### src/core/irke_defines.svh
/*
  Constants for the infrared remote keyboard encoder: timing counts at a
  60 kHz oscillator, codes, frame layout and the start bit build-time option.
  Assumes it is included by its bare name from the core.
*/
// Function
// RULE_01: Scan four column outputs against eight row inputs; closure wakes and selects.
// RULE_02: Several rows on one column form a combined key selecting an extension code.
// RULE_03: Keys closed in two different columns send only the end instruction.
// RULE_04: After release the code goes at most once more, then one end instruction.
// RULE_05: The end instruction is code 111110, instruction 62.
// RULE_06: Code 111111, instruction 63, is never assigned nor transmitted.
// RULE_07: Each frame holds one start bit and six information bits, biphase coded.
// RULE_08: Start bit value is a build option, one by default, zero otherwise.
// RULE_09: Active output parts are keyed with a carrier at half the clock rate.
// RULE_10: With no frame in progress the infrared output rests weakly low.
// RULE_11: Each frame is preceded by a pre-signal burst for receiver gain setting.
// RULE_12: Held key frames repeat about every 120 ms; each frame lasts about 7 ms.
// RULE_13: After wake, wait about 20 ms debounce before scanning the matrix.
// RULE_14: Supply switch drive is active only while a key is active.
// RULE_15: Crossing to code is a table; basic top bit clear, pairs top bit set.
// RULE_16: Bit order, biphase polarity and pre-signal shape are parameters, MSB first.
`ifndef IRKE_DEFINES_SVH
`define IRKE_DEFINES_SVH

`define IRKE_CLK_HZ        60000
`define IRKE_DEBOUNCE_MS   20
`define IRKE_REPEAT_MS     120
`define IRKE_FRAME_MS      7
`define IRKE_DEBOUNCE_CYC  ((`IRKE_CLK_HZ * `IRKE_DEBOUNCE_MS) / 1000)
`define IRKE_REPEAT_CYC    ((`IRKE_CLK_HZ * `IRKE_REPEAT_MS) / 1000)
`define IRKE_FRAME_CYC     ((`IRKE_CLK_HZ * `IRKE_FRAME_MS) / 1000)
// Pre-signal one half-bit burst, then one half-bit gap, frame = 1+1+7*2 slots
`define IRKE_SLOTS         16
`define IRKE_HALF_CYC      (`IRKE_FRAME_CYC / `IRKE_SLOTS)
`define IRKE_END_CODE      6'h3E
`define IRKE_RSVD_CODE     6'h3F
`define IRKE_START_BIT     1'b1
`define IRKE_NCOL          4
`define IRKE_NROW          8

`endif

### src/core/irke_pkg.sv
/*
  Types for the infrared remote keyboard encoder.
  Assumes nothing beyond a SystemVerilog compiler.
*/
package irke_pkg;

  typedef enum logic [2:0] {
    IRKE_IDLE     = 3'b000,
    IRKE_DEBOUNCE = 3'b001,
    IRKE_SEND     = 3'b010,
    IRKE_GAP      = 3'b011,
    IRKE_END      = 3'b100
  } irke_state_e;

  typedef struct packed {
    logic       end_pend;
    logic [5:0] code;
  } irke_frame_s;

endpackage

### src/core/irke_encoder.sv
/*
  Infrared remote keyboard encoder: matrix scan, debounce, column interlock,
  biphase framing with pre-signal, carrier keying and supply switch drive.
  Assumes clk_in is the oscillator clock and rows read high when closed.
*/
`timescale 1ns/100ps
`include "irke_defines.svh"

module irke_encoder #(
  parameter bit START_BIT   = `IRKE_START_BIT,  // [RULE_08]
  parameter bit LSB_FIRST   = 1'b0,             // [RULE_16]
  parameter bit BIPH_INVERT = 1'b0,             // [RULE_16]
  parameter int PRE_SLOTS   = 1,                // [RULE_16]
  parameter int DEBOUNCE_CYC = `IRKE_DEBOUNCE_CYC,
  parameter int REPEAT_CYC   = `IRKE_REPEAT_CYC,
  parameter int HALF_CYC     = `IRKE_HALF_CYC
) (
  input  wire logic       clk_in,
  input  wire logic       nrst_in,
  input  wire logic       ce_in,
  input  wire logic [7:0] row_in,
  output logic      [3:0] column_drive_out,
  output logic            infrared_drive_out,
  output logic            infrared_drive_oe_out,
  output logic            supply_switch_drive_out,
  output logic            oscillator_out
);

  // ----------------------------------------------------------------
  // Key table
  // ----------------------------------------------------------------
  // Basic: code = {0, row, col}; pairs on one column: {1, lower row, col}
  function automatic logic [5:0] key_code(input logic [1:0] col, input logic [7:0] rows);
    logic [2:0] first;
    logic [3:0] cnt;
    logic [5:0] code;
    first = 3'h0;
    cnt   = 4'h0;
    for (int r = 7; r >= 0; r--) begin
      if (rows[r]) begin
        first = 3'(r);
        cnt   = cnt + 4'h1;
      end
    end
    if (cnt == 4'h1) begin
      code = {1'b0, first, col};                 // [RULE_15]
    end else begin
      code = {1'b1, first, col};                 // [RULE_02] [RULE_15]
    end
    if (code == `IRKE_RSVD_CODE || code == `IRKE_END_CODE) begin
      code = `IRKE_END_CODE;                     // [RULE_06]
    end
    return code;
  endfunction

  // ----------------------------------------------------------------
  // State
  // ----------------------------------------------------------------
  irke_pkg::irke_state_e state_ff, nxt_state;
  irke_pkg::irke_frame_s frm_ff, nxt_frm;
  logic [16:0] tmr_ff, nxt_tmr;
  logic [16:0] rep_ff, nxt_rep;
  logic [4:0]  slot_ff, nxt_slot;
  logic [1:0]  col_ff, nxt_col;
  logic [3:0]  hit_ff, nxt_hit;
  logic        car_ff, nxt_car;
  logic        ir_ff, nxt_ir;
  logic        oe_ff, nxt_oe;
  logic        sup_ff, nxt_sup;
  logic [3:0]  cdrv_ff, nxt_cdrv;

  logic       any_row;
  logic       slot_bit;
  logic [6:0] word;
  logic [2:0] bidx;
  logic       on_phase;

  assign any_row = |row_in;
  assign word    = {START_BIT, frm_ff.code};     // [RULE_07]

  always_comb begin
    bidx = 3'h0;
    slot_bit = 1'b0;
    on_phase = 1'b0;
    if (slot_ff < 5'(2 * PRE_SLOTS)) begin
      on_phase = (slot_ff < 5'(PRE_SLOTS));      // [RULE_11]
    end else begin
      bidx = 3'((slot_ff - 5'(2 * PRE_SLOTS)) >> 1);
      if (bidx == 3'h0) begin
        slot_bit = word[6];
      end else if (LSB_FIRST) begin
        slot_bit = word[bidx - 3'h1];
      end else begin
        slot_bit = word[3'h6 - bidx];            // [RULE_16]
      end
      // Biphase: first half carries the complement, second half the bit
      on_phase = slot_ff[0] ^ slot_bit ^ BIPH_INVERT ^ 1'b1; // [RULE_07]
    end
  end

  // ----------------------------------------------------------------
  // Control
  // ----------------------------------------------------------------
  always_comb begin
    nxt_state = state_ff;
    nxt_frm   = frm_ff;
    nxt_tmr   = tmr_ff;
    nxt_rep   = rep_ff;
    nxt_slot  = slot_ff;
    nxt_col   = col_ff;
    nxt_hit   = hit_ff;
    nxt_car   = 1'b0;
    nxt_ir    = 1'b0;
    nxt_oe    = 1'b0;
    nxt_sup   = sup_ff;
    nxt_cdrv  = 4'hF;
    if (rep_ff != 17'h0) begin
      nxt_rep = rep_ff - 17'h1;
    end
    case (state_ff)
      irke_pkg::IRKE_IDLE: begin
        nxt_sup = 1'b0;                          // [RULE_14]
        if (any_row) begin                       // [RULE_01]
          nxt_sup   = 1'b1;
          nxt_tmr   = 17'(DEBOUNCE_CYC);
          nxt_state = irke_pkg::IRKE_DEBOUNCE;
        end
      end
      irke_pkg::IRKE_DEBOUNCE: begin
        if (tmr_ff != 17'h0) begin
          nxt_tmr = tmr_ff - 17'h1;              // [RULE_13]
          nxt_col = 2'h0;
          nxt_hit = 4'h0;
          if (tmr_ff == 17'h1) begin
            // Column 0 driven a cycle early so its rows are settled at scan
            nxt_cdrv = 4'h1;
          end
        end else begin
          // Scan one column per cycle against the column now driven
          if (col_ff != 2'h3) begin
            nxt_cdrv = 4'h1 << (col_ff + 2'h1);  // [RULE_01]
          end
          if (any_row) begin
            nxt_hit  = hit_ff | (4'h1 << col_ff);
            nxt_frm.code = key_code(col_ff, row_in);
          end
          nxt_col = col_ff + 2'h1;
          if (col_ff == 2'h3) begin
            if ((hit_ff | (any_row ? (4'h1 << col_ff) : 4'h0)) == 4'h0) begin
              nxt_state = irke_pkg::IRKE_IDLE;
            end else begin
              if ($countones(hit_ff | (any_row ? (4'h1 << col_ff) : 4'h0)) > 1) begin
                nxt_frm.code = `IRKE_END_CODE;   // [RULE_03]
              end
              nxt_frm.end_pend = 1'b0;
              nxt_slot  = 5'h0;
              nxt_tmr   = 17'(HALF_CYC - 1);
              nxt_rep   = 17'(REPEAT_CYC - 1);   // [RULE_12]
              nxt_state = irke_pkg::IRKE_SEND;
            end
          end
        end
      end
      irke_pkg::IRKE_SEND: begin
        nxt_oe  = on_phase;
        nxt_ir  = on_phase & ~car_ff;            // [RULE_09]
        nxt_car = ~car_ff;
        if (tmr_ff != 17'h0) begin
          nxt_tmr = tmr_ff - 17'h1;
        end else begin
          nxt_tmr  = 17'(HALF_CYC - 1);
          nxt_slot = slot_ff + 5'h1;
          if (slot_ff == 5'(2 * PRE_SLOTS + 13)) begin
            nxt_ir  = 1'b0;
            nxt_oe  = 1'b0;
            if (frm_ff.code == `IRKE_END_CODE) begin
              nxt_state = irke_pkg::IRKE_IDLE;   // [RULE_04]
            end else begin
              nxt_state = irke_pkg::IRKE_GAP;
            end
          end
        end
      end
      irke_pkg::IRKE_GAP: begin
        if (!any_row) begin
          nxt_frm.end_pend = 1'b1;
        end
        if (rep_ff == 17'h0) begin
          nxt_slot = 5'h0;
          nxt_tmr  = 17'(HALF_CYC - 1);
          nxt_rep  = 17'(REPEAT_CYC - 1);        // [RULE_12]
          nxt_state = irke_pkg::IRKE_SEND;
          if (frm_ff.end_pend || !any_row) begin
            nxt_frm.code = `IRKE_END_CODE;       // [RULE_04] [RULE_05]
          end
        end
      end
      default: begin
        nxt_state = irke_pkg::IRKE_IDLE;
      end
    endcase
    if (nxt_state == irke_pkg::IRKE_IDLE) begin
      nxt_sup = 1'b0;                            // [RULE_14]
    end
    if (!nxt_oe) begin
      nxt_ir = 1'b0;                             // [RULE_10]
    end
  end

  always_ff @(posedge clk_in or negedge nrst_in) begin
    if (!nrst_in) begin
      state_ff <= irke_pkg::IRKE_IDLE;
      frm_ff   <= '0;
      tmr_ff   <= 17'h0;
      rep_ff   <= 17'h0;
      slot_ff  <= 5'h0;
      col_ff   <= 2'h0;
      hit_ff   <= 4'h0;
      car_ff   <= 1'b0;
      ir_ff    <= 1'b0;
      oe_ff    <= 1'b0;
      sup_ff   <= 1'b0;
      cdrv_ff  <= 4'hF;
    end else if (ce_in) begin
      state_ff <= nxt_state;
      frm_ff   <= nxt_frm;
      tmr_ff   <= nxt_tmr;
      rep_ff   <= nxt_rep;
      slot_ff  <= nxt_slot;
      col_ff   <= nxt_col;
      hit_ff   <= nxt_hit;
      car_ff   <= nxt_car;
      ir_ff    <= nxt_ir;
      oe_ff    <= nxt_oe;
      sup_ff   <= nxt_sup;
      cdrv_ff  <= nxt_cdrv;
    end
  end

  // Oscillator feedback: registered half-rate toggle
  logic osc_ff;
  always_ff @(posedge clk_in or negedge nrst_in) begin
    if (!nrst_in) begin
      osc_ff <= 1'b0;
    end else if (ce_in) begin
      osc_ff <= ~osc_ff;
    end
  end

  assign column_drive_out        = cdrv_ff;
  assign infrared_drive_out      = ir_ff;
  assign infrared_drive_oe_out   = oe_ff;
  assign supply_switch_drive_out = sup_ff;
  assign oscillator_out          = osc_ff;

  // ----------------------------------------------------------------
  // Checks
  // ----------------------------------------------------------------
  property p_rest_low;
    @(posedge clk_in) disable iff (!nrst_in)
      (state_ff != irke_pkg::IRKE_SEND) |=> !infrared_drive_out;
  endproperty
  a_rest_low: assert property (p_rest_low) else $error("ir high outside frame"); // [RULE_10]

  property p_no_rsvd;
    @(posedge clk_in) disable iff (!nrst_in)
      (state_ff == irke_pkg::IRKE_SEND) |-> (frm_ff.code != `IRKE_RSVD_CODE);
  endproperty
  a_no_rsvd: assert property (p_no_rsvd) else $error("reserved code sent"); // [RULE_06]

  property p_carrier;
    @(posedge clk_in) disable iff (!nrst_in || !ce_in)
      infrared_drive_out |=> !infrared_drive_out;
  endproperty
  a_carrier: assert property (p_carrier) else $error("carrier not half rate"); // [RULE_09]

  property p_sup_idle;
    @(posedge clk_in) disable iff (!nrst_in)
      (state_ff == irke_pkg::IRKE_IDLE && !any_row) |-> !supply_switch_drive_out;
  endproperty
  a_sup_idle: assert property (p_sup_idle) else $error("supply on while idle"); // [RULE_14]

  property p_sup_wake;
    @(posedge clk_in) disable iff (!nrst_in)
      (state_ff == irke_pkg::IRKE_IDLE && any_row && ce_in) |=> supply_switch_drive_out;
  endproperty
  a_sup_wake: assert property (p_sup_wake) else $error("no wake on key"); // [RULE_01]

  property p_debounce;
    @(posedge clk_in) disable iff (!nrst_in)
      (state_ff == irke_pkg::IRKE_DEBOUNCE && tmr_ff != 17'h0)
      |=> (state_ff == irke_pkg::IRKE_DEBOUNCE);
  endproperty
  a_debounce: assert property (p_debounce) else $error("debounce cut short"); // [RULE_13]

  property p_end_last;
    @(posedge clk_in) disable iff (!nrst_in)
      (state_ff == irke_pkg::IRKE_GAP && rep_ff == 17'h0 && frm_ff.end_pend && ce_in)
      |=> (frm_ff.code == `IRKE_END_CODE);
  endproperty
  a_end_last: assert property (p_end_last) else $error("no end after release"); // [RULE_04]

  property p_end_code;
    @(posedge clk_in) disable iff (!nrst_in)
      (state_ff == irke_pkg::IRKE_SEND && $countones(hit_ff) > 1) |-> (frm_ff.code == 6'h3E);
  endproperty
  a_end_code: assert property (p_end_code) else $error("interlock failed"); // [RULE_03] [RULE_05]

  property p_pre;
    @(posedge clk_in) disable iff (!nrst_in)
      ($rose(state_ff == irke_pkg::IRKE_SEND) && ce_in) |=> infrared_drive_oe_out;
  endproperty
  a_pre: assert property (p_pre) else $error("no pre-signal"); // [RULE_11]

  c_send: cover property (@(posedge clk_in) state_ff == irke_pkg::IRKE_SEND);
  c_repeat: cover property (@(posedge clk_in)
    state_ff == irke_pkg::IRKE_GAP ##1 state_ff == irke_pkg::IRKE_SEND);
  c_end: cover property (@(posedge clk_in)
    state_ff == irke_pkg::IRKE_SEND && frm_ff.code == 6'h3E);

endmodule

### config.mk
export PLATFORM = sky130hd
export DESIGN_NAME = irke_encoder
export DESIGN_NICKNAME = d
export VERILOG_FILES = /design/src/core/irke_pkg.sv /design/src/core/irke_encoder.sv
export VERILOG_INCLUDE_DIRS = /design/src /design/src/core
export SDC_FILE = /design/constraint.sdc
export NUM_CORES = 1
export LEC_CHECK = 0
export BUFFER_PORTS_ARGS = -buffer_cell sky130_fd_sc_hd__buf_2
export CORE_UTILIZATION = 62
export DETAILED_ROUTE_END_ITERATION = 16
export GPL_TIMING_DRIVEN = 0
export PLACE_DENSITY = 0.85
export SLEW_MARGIN = 20
export SYNTH_ARGS = -nofsm -noshare
export SYNTH_HDL_FRONTEND = slang
export SYNTH_SLANG_ARGS = --single-unit
### constraint.sdc
create_clock -name clk_in -period 7.3 [get_ports clk_in]
set_input_delay 0.73 -clock clk_in [delete_from_list [all_inputs] [get_ports clk_in]]
set_output_delay 0.73 -clock clk_in [all_outputs]
set_load 0.005 [all_outputs]
==> summary by stage, run 1 <==
STA
The fraction of the cycle the final worst path needs is about 69%. The upper clock frequency limit is approximately 0.20 GHz. The smallest setup slack after layout is about 2.3 ns.

The relative max-transition margin is 33.9%. The final-report max-slew violation count came to 0. The final number of hold-violating endpoints came to 0. The final total negative setup slack is 0 ns.

Setup repair after global routing left no endpoint under its margin. Setup violations remaining at the end of the flow were counted as 0. The final clock skew is 0.00846 ns. For the finished layout, the period the worst path requires is 5.05 ns.

Hold is met by 0.465 ns. The transition time at the pin with the least slew margin is roughly 1 ns.

Setup path
The critical path required time is ~7.5 ns. STA classifies the critical path startpoint as an input port. The startpoint identified for the worst register-to-register timing path is tmr_ff[3]$_DFFE_PN0P_. The category of the critical setup timing path is input port to register. The reg-to-reg critical path endpoint is frm_ff[5]$_DFFE_PN0P_.

STA classifies the critical path endpoint as a register. The worst endpoint data arrival time is about 5.3 ns. The slack of the worst reg-to-reg path is 3.95 ns. The number of cells on the worst reg-to-reg path is 7. The maximum fanout count along the critical path is 5.

Die
The die covers 7310 um^2. The horizontal die dimension is 85.5 um. 19 I/O pins were placed. The height of the die is 85.5 um.

The placeable core region is 6760 um^2. The floorplan has 30 rows. Once the floorplan was initialized, standard cells occupied a little under two thirds of the core.

Final layout
In the layout the commonest cells are dfrtp_1, nor2_1, nand2_1, o21ai_0, a21oi_1. The number of nets in the final layout is 563. After routing the design area is around 4700 um^2. The area growth from synthesis to layout is 8.30%. The sequential cells in the finished layout cover a total of ~1600 um^2. The filler cell count is approximately 550. Cells with a size suffix above 1 make up under 10% of the layout. Leaving out fill and tap cells, the most frequent cell in the layout is dfrtp_1. The number of antenna repair diodes is 0. Summing all multi-input logic gate instances after layout gives roughly 2500 um^2.

Synthesis
The number of nets handed over by synthesis was between 500 and 600. The leading area contributor after synthesis is dfrtp_1. After Yosys synthesis, full adders, half adders and majority gates account for 6.54% of the synthesized area. The area share of the largest cell type after synthesis is roughly a third. The share of synthesized area occupied by flip-flops and latches is between 30 and 40%. By area, the combinational part of the netlist is dominated by simple AND/OR/NAND/NOR gates.

Counting flops with a built-in enable in the synthesized netlist gives 0. The post-synthesis instance area is roughly 4300 um^2. Sorting the synthesized cells by area gives the leading types as dfrtp_1, ha_1, nor2_1. The complex-gate fraction of the synthesized area is around 20%. In this run the mean area of a mapped cell was 8.60 um^2.

The number of synthesized register bits is 64. The async set or reset register ratio after synthesis is 100%. The gate count after technology mapping is 503.

The synthesized netlist devotes around a quarter of its cell area to simple gates. Among all flip-flop cells after synthesis, the most frequent one is dfrtp_1. The count of warnings emitted by yosys is 0. In the synthesized netlist, mux cells make up 1.48% of the area. The share of the synthesized netlist area taken by xor and xnor gates is approximately 6.4%. The number of distinct library cells after synthesis is between 60 and 70.

Placement
Detailed placement ended at an HPWL of 7150 um. In this run the cell area measured after placement is ~4500 um^2. The number of buffers added on ports is 16. Prior to clock tree synthesis, the placed netlist has a worst setup slack of 1.91 ns. The final RePlAce weighted congestion is about 0.89.

Global routing
Across every metal layer, demand over resource in global routing totals between 20 and 30%. Global routing finished with a remaining overflow of 0. The pin count of the biggest net entering global routing is 65. The wire length of the first global-routing pass is approximately 17000 um. The via count of the first global-routing pass is roughly 3800. The initial antenna violation count is 0.

Outcome
The flow ran to the end, and the final reports show no timing, DRC or antenna violations.

Routing
The remaining routing DRC violations is 0. The first-iteration detailed-routing DRC count is 470. The first detailed-routing pass ran for 5 iterations.

In the final routed layout, each cell accounts on average for 16.2 um. In the routed layout, each cell is associated on average with a via count of around 6.3. The detailed router placed 3893 vias in this run. Once detail routing completed, the nets flagged for antenna violations numbered 0. For this block, the routed nets add up to 9940 um of wire.

Clocking
The buffer levels on the longest clock path is 2. After clock tree synthesis, the setup repair step added 0 buffers. TritonCTS created 9 clock buffers.

The number of gates resized after cts is 0. After clock tree synthesis, the clock-pin slew on the worst setup and hold paths is around 0.07 ns. For this design, the CTS-stage hold fixing added 0 buffers. The TritonCTS clock tree is built. The H-tree depth is 3. The root buffer cell chosen for the clock tree is clkbuf_8. The clock latency on the worst-skew pair is ~0.35 ns.

The clock net in this run drives a total of 64 sinks.

Power and ir drop
The proportion of power drawn by the clock network is about a fifth. The net switching power figure is 625 uW. The maximum VDD drop is 0.119 mV.

Of the total power, combinational logic draws 43.8%. The sequential group share of total power is 37.3%. The static power due to leakage is approximately 2.0 nW. Net switching is between 40 and 50% of the power. The internal power summed over all cells is between 800 and 900 uW. The power density normalized to cell area is ~320 nW/um^2.

Hold path
The class of the most critical hold timing path is input port to asynchronous set/reset pin.

Run
The count of maximum capacitance violations is 0.
## state kept, by name, indices dropped and copies added (netlist names)
signal,cells
rep_ff,17
tmr_ff,17
frm_ff,7
slot_ff,5
column_drive_out,4
hit_ff,4
state_ff,3
col_ff,2
car_ff,1
infrared_drive_oe_out,1
infrared_drive_out,1
oscillator_out,1
supply_switch_drive_out,1
## worst max-delay path: stages
cell	delay, ns
buf_2	0.09
inv_1	0.06
ha_1	0.37
xor2_1	0.39
ha_1	0.33
nand2b_1	0.14
o31ai_1	0.11
inv_1	0.08
ha_1	0.29
nand2_1	0.11
o21ai_0	0.11
ha_1	0.30
inv_1	0.05
a221oi_1	0.54
ha_1	0.37
mux2_2	0.28
ha_1	0.20
nand2_1	0.08
xor2_1	0.15
and3_1	0.21
and4b_1	0.20
a31oi_1	0.04
## area by class of cell
cell class | instances | share of cell area, %
clock buffer | 13 | 3.39
sequential | 64 | 34.3
tap | 80 | 2.14
buffer | 20 | 1.68
clock inverter | 3 | 0.374
inverter | 29 | 2.32
multi-input combinational | 390 | 54.0
timing repair buffer | 16 | 1.76
## power groups by stage
stage               Clock (mW)  Combinational [mW]  Sequential [mW]
floorplan                    0               0.488            0.529
global placement             0               0.608            0.545
detailed placement           0               0.631            0.552
CTS                      0.283               0.638            0.547
global route             0.301               0.727            0.565
finish                   0.279               0.647            0.551
## kinds of logic after synthesis
logic type,count (synthesis)
XOR/XNOR,25
adder cells (fa/ha/maj),22
buffers and inverters,49
AO/OA/AOI/OAI,132
flip-flops,64
AND/OR/NAND/NOR,205
multiplexers,6
## synth_stat cells (all sizes together), types with 3 or more instances
cell type	instances
nor4b	4
o21ai	39
nor2	54
a21o	3
o31ai	11
or3	6
mux2	3
nor3b	4
mux2i	3
nor2b	5
o211ai	6
nor4	7
a31oi	11
xor2	8
a21boi	3
and3	4
o2bb2ai	3
or2	7
xnor2	13
nand3	12
buf	6
inv	29
nand4	5
nand2b	6
dfstp	4
clkbuf	14
nand2	47
a22o	6
and2	4
a21oi	31
dfrtp	60
nor3	21
nand4b	3
ha	21
or4	10
## metrics by stage
step,power (mW),cells,utilization (%)
final,1.48,615,69.3
after global routing,1.59,615,69.3
after CTS,1.47,615,69.3
after detailed placement,1.18,599,66.7
after global placement,1.15,599,66.7
after floorplan,1.02,503,-
## how the worst max path moves through the flow
stage | from | slack, ns | end | cells past startpoint
3_5_place_dp | row_in[6] | 1.91 | frm_ff[5]$_DFFE_PN0P_ | 22
6_report | row_in[6] | 2.25 | frm_ff[5]$_DFFE_PN0P_ | 22
3_3_place_gp | row_in[6] | 2.05 | frm_ff[5]$_DFFE_PN0P_ | 21
4_1_cts | row_in[6] | 2.26 | frm_ff[5]$_DFFE_PN0P_ | 22
2_1_floorplan | row_in[6] | 2.54 | frm_ff[5]$_DFFE_PN0P_ | 20
5_1_grt | row_in[7] | 1.84 | frm_ff[5]$_DFFE_PN0P_ | 22
## layer usage
layer	vias to the layer above	part of all wire (%)	track usage [%]
met5	-	0	0
met4	0	1.6	10.8
met2	178	46	47.0
li1	1870	-	-
met3	17	7.2	6.06
met1	1828	45	41.0
Power figures use the tool's default switching activity.
==> inputs of run 2 (changes only) <==
CORE_UTILIZATION = 56   (was 62)
PLACE_DENSITY = 0.81   (was 0.85)
clock period = 4.4 ns   (was 7.3 ns; I/O delays follow)
==> run 2 against run 1 <==
Net effect:
- clock skew is 0.0026 ns higher
- global-route usage is 2.8 points lower
- core utilization down 3.3 points
- wire length increased by 5.8%
- clock-buffer cell count fell by 2
- register-to-register slack worse by 3.0 ns
- via count up 1.9%
- die area increased by 10%
- power rose by 70%
- sequential cell count unchanged
- largest cell class unchanged
- largest power group unchanged
==> summary by stage, run 2 (same netlist as run 1, synthesis figures left out) <==
Clocking
The clock latency on the worst-skew pair is 0.34 ns (was 0.35 ns). The number of sinks driven by the clock tree is 64 (unchanged). The buffer levels on the longest clock path is 2 (unchanged). The cell at the root of the clock tree is clkbuf_8 (unchanged). The number of CTS-inserted buffers was 9 (unchanged). The H-tree depth is 3 (unchanged).

The clock transition at the registers of the reported paths was 0.08 ns (was 0.07 ns). The TritonCTS clock tree is built (unchanged).

STA
The final-report max-slew violation count is 0 (unchanged). The number of endpoints failing setup at the final stage is 0 (unchanged). The final number of hold-violating endpoints is 0 (unchanged). The upper clock frequency limit is ~0.23 GHz.

The fraction of the cycle the final worst path needs is between 90% and 100%. The final-layout worst hold slack is 0.461 ns (was 0.465 ns). The transition time at the pin with the least slew margin came to 1.05 ns (was 0.982 ns). The final clock skew came to 0.0111 ns (was 0.00846 ns). The smallest setup slack after layout is 0.0550 ns (was 2.25 ns).

After layout, the minimum clock period comes to roughly 4.3 ns. The relative max-transition margin came to 29.6% (was 33.9%).

Die
The horizontal die dimension was 89.9 um (was 85.5 um). The height of the die came to 89.9 um (was 85.5 um). The die footprint is 8080 um^2 (was 7310 um^2). The starting density of the core was 58.7% (was 64.0%). The placeable core region was 7370 um^2 (was 6760 um^2). The boundary pin count is 19 (unchanged).

The count of standard-cell rows is 31 (was 30).

Routing
The remaining routing DRC violations is 0 (unchanged). The post-route antenna net violation count came to 0 (unchanged). The detailed-router iteration count before antenna repair was 5 (unchanged). The first-iteration detailed-routing DRC count came to 347 (was 470). The vias after detailed routing is 3968 (was 3893). The total wirelength of the detailed-routed design came to 10500 um (was 9940 um).

The number of vias per cell is 6.20 (was 6.33). The wire length per cell after detailed routing is 16.4 um (was 16.2 um).

Power and ir drop
The power density normalized to cell area is 517 nW/um^2 (was 315 nW/um^2). The net switching power figure is 1.08 mW (was 625 uW). The internal power summed over all cells is 1.44 mW (was 851 uW). The post-route total power is 2.51 mW (was 1.48 mW). The switching power share of the total is 42.8% (was 42.3%). The logic gate share of total power is 45.7% (was 43.8%). The sequential group share of total power is 36.3% (was 37.3%). The maximum VDD drop was 0.249 mV (was 0.119 mV).

The static power due to leakage was 2.08 nW (was 2.03 nW). The proportion of power drawn by the clock network is 18.0% (was 18.9%).

Setup path
The critical path required time came to 4.59 ns (was 7.50 ns). The sort of element at the end of the critical path is a register (unchanged). The critical path's top delay family is adder cells (unchanged).

Series of cell instances along the critical path: buf_2, ha_1, nor2b_1, or2_2, ha_1, nand2b_4, o31ai_4, inv_2, ha_4, nand2_2, o21ai_1, ha_1, inv_1, a221oi_4, ha_4, mux2_2, ha_1, nand2_1, xor2_1, and3_4, and4b_1, a31oi_1 (was buf_2, inv_1, ha_1, xor2_1, ha_1, nand2b_1, o31ai_1, inv_1, ha_1, nand2_1, o21ai_0, ha_1, inv_1, a221oi_1, ha_1, mux2_2, ha_1, nand2_1, xor2_1, and3_1, and4b_1, a31oi_1). The buffering stage count on the worst path with inverters included was 3 (was 4). The critical-path cell with the highest stage delay is ha_1 (was a221oi_1). The largest stage delay on the critical path is 0.36 ns (was 0.54 ns). The maximum fanout count along the critical path was 3 (was 5). The worst endpoint data arrival time is 4.53 ns (was 5.25 ns). The category of the critical setup timing path was input port to register (unchanged). The most frequent cell on the critical path is ha_1 (unchanged).

The nature of the critical path startpoint is an input port (unchanged).

Final layout
The utilization after layout came to 66.0% (was 69.3%). The share of post-route cells with drive strength above 1 is 13.1% (was 9.91%). Largest registers: rep_ff: 17 flops, tmr_ff: 17 flops, frm_ff: 7 flops (unchanged). The number of antenna repair diodes is 0 (unchanged). The layout-stage area growth over the synthesis result is 12.5% (was 8.30%). The post-route standard cell area excluding fillers was 4870 um^2 (was 4680 um^2).

Highest-count cells in the layout ignoring fill and taps: dfrtp_1, nor2_1, nand2_1, o21ai_0, a21oi_1 (unchanged). The filler cell count is 600 (was 554). The number of nets in the final layout was 569 (was 563). The commonest non-fill, non-tap cell in the layout is dfrtp_1 (unchanged).

Hold path
The class of the most critical hold timing path is register to register (was input port to asynchronous set/reset pin).

Global routing
The total track usage is 26.9% (was 29.8%). The via count of the first global-routing pass is 3744 (was 3774). The aggregate global routing overflow was 0 (unchanged). The pin count of the biggest net entering global routing came to 45 (was 65).

The wire length of the first global-routing pass is 17700 um (was 17300 um). The initial antenna violation count is 0 (unchanged).

Placement
The number of buffers added on ports came to 16 (unchanged). The final HPWL from detailed placement is 7410 um (was 7150 um). The worst slack after detailed placement is -0.624 ns (was 1.91 ns).

The cell area reported after detailed placement is 4570 um^2 (was 4510 um^2). The final RePlAce weighted congestion is 0.878 (was 0.888).

Outcome
Outcome: finished clean (unchanged).

Run
The count of maximum capacitance violations was 0 (unchanged).
==> run 2: cell types whose count changed in the layout (fill, tap and decap cells not counted), moves of 2 or more <==
| cell | delta |
|---|---|
| o21ai_1 | +2 |
| ha_4 | +3 |
| ha_1 | -3 |
| buf_4 | +4 |
| o21ai_0 | -2 |
| inv_1 | -2 |
| inv_2 | +2 |
| clkbuf_1 | -2 |
==> run 2: path summary, 6_finish.rpt <==
check / slack (ns) / startpoint / cells after the start / to
max: 0.05 / row_in[6] / 22 / frm_ff[5]$_DFFE_PN0P_
min: 0.46 / oscillator_out$_DFFE_PN0P_ / 1 / oscillator_out$_DFFE_PN0P_
max reg2reg: 0.91 / tmr_ff[4]$_DFFE_PN0P_ / 7 / frm_ff[5]$_DFFE_PN0P_
min reg2reg: 0.46 / oscillator_out$_DFFE_PN0P_ / 1 / oscillator_out$_DFFE_PN0P_
max in group asynchronous: 3.32 / nrst_in / 3 / column_drive_out[1]$_DFFE_PN1P_
min in group asynchronous: 0.52 / nrst_in / 2 / oscillator_out$_DFFE_PN0P_
==> run 2: worst register-to-register path, stage by stage (launching register included) <==
cell	delay (ns)
dfrtp_1	0.41
nor3_1	0.63
nand3_1	0.49
nor3_2	0.54
o2111ai_1	0.47
nor3b_1	0.50
and4b_1	0.26
a31oi_1	0.05
==> run 2: routing by layer <==
| metal | wire, um | part of all wire (%) | up-vias | GRT usage, % |
|---|---|---|---|---|
| li1 | - | - | 1891 | - |
| met2 | 5070 | 48 | 144 | 44.4 |
| met3 | 617 | 5.9 | 18 | 5.58 |
| met5 | 0 | 0 | - | 0 |
| met4 | 199 | 1.9 | 0 | 6.72 |
| met1 | 4630 | 44 | 1915 | 36.5 |
==> run 2: cell type report <==
cell class,count,area [um^2],share of cell area [%]
Multi-Input combinational cell,390,2620,53.9
Sequential cell,64,1610,33.0
Timing Repair Buffer,22,150,3.09
Clock buffer,11,141,2.91
Tap cell,99,124,2.55
Inverter,29,109,2.24
Buffer,20,80.1,1.65
Clock inverter,5,33.8,0.694
==> run 2: power groups by stage <==
stage | clock network, mW | registers (mW) | logic [mW]
floorplan | 0 | 0.877 | 0.811
global placement | 0 | 0.906 | 1.02
detailed placement | 0 | 0.917 | 1.07
CTS | 0.463 | 0.907 | 1.09
global route | 0.493 | 0.938 | 1.28
finish | 0.453 | 0.913 | 1.15
==> run 2: what timing repair did <==
item                                   in CTS  in global routing
pin swaps                                   3                  3
gates resized for setup                     5                 12
endpoints found under the hold margin      20                  0
hold buffers                                1                  0
gates cloned                                0                  0
setup endpoints to repair                   3                  3
buffers inserted                            2                  2
==> run 2: stage by stage <==
step                std cells  setup TNS [ns]
floorplan                 503               0
global placement          618           -1.22
detailed placement        619           -1.66
CTS                       638               0
global route              640          -0.177
finish                    640               0
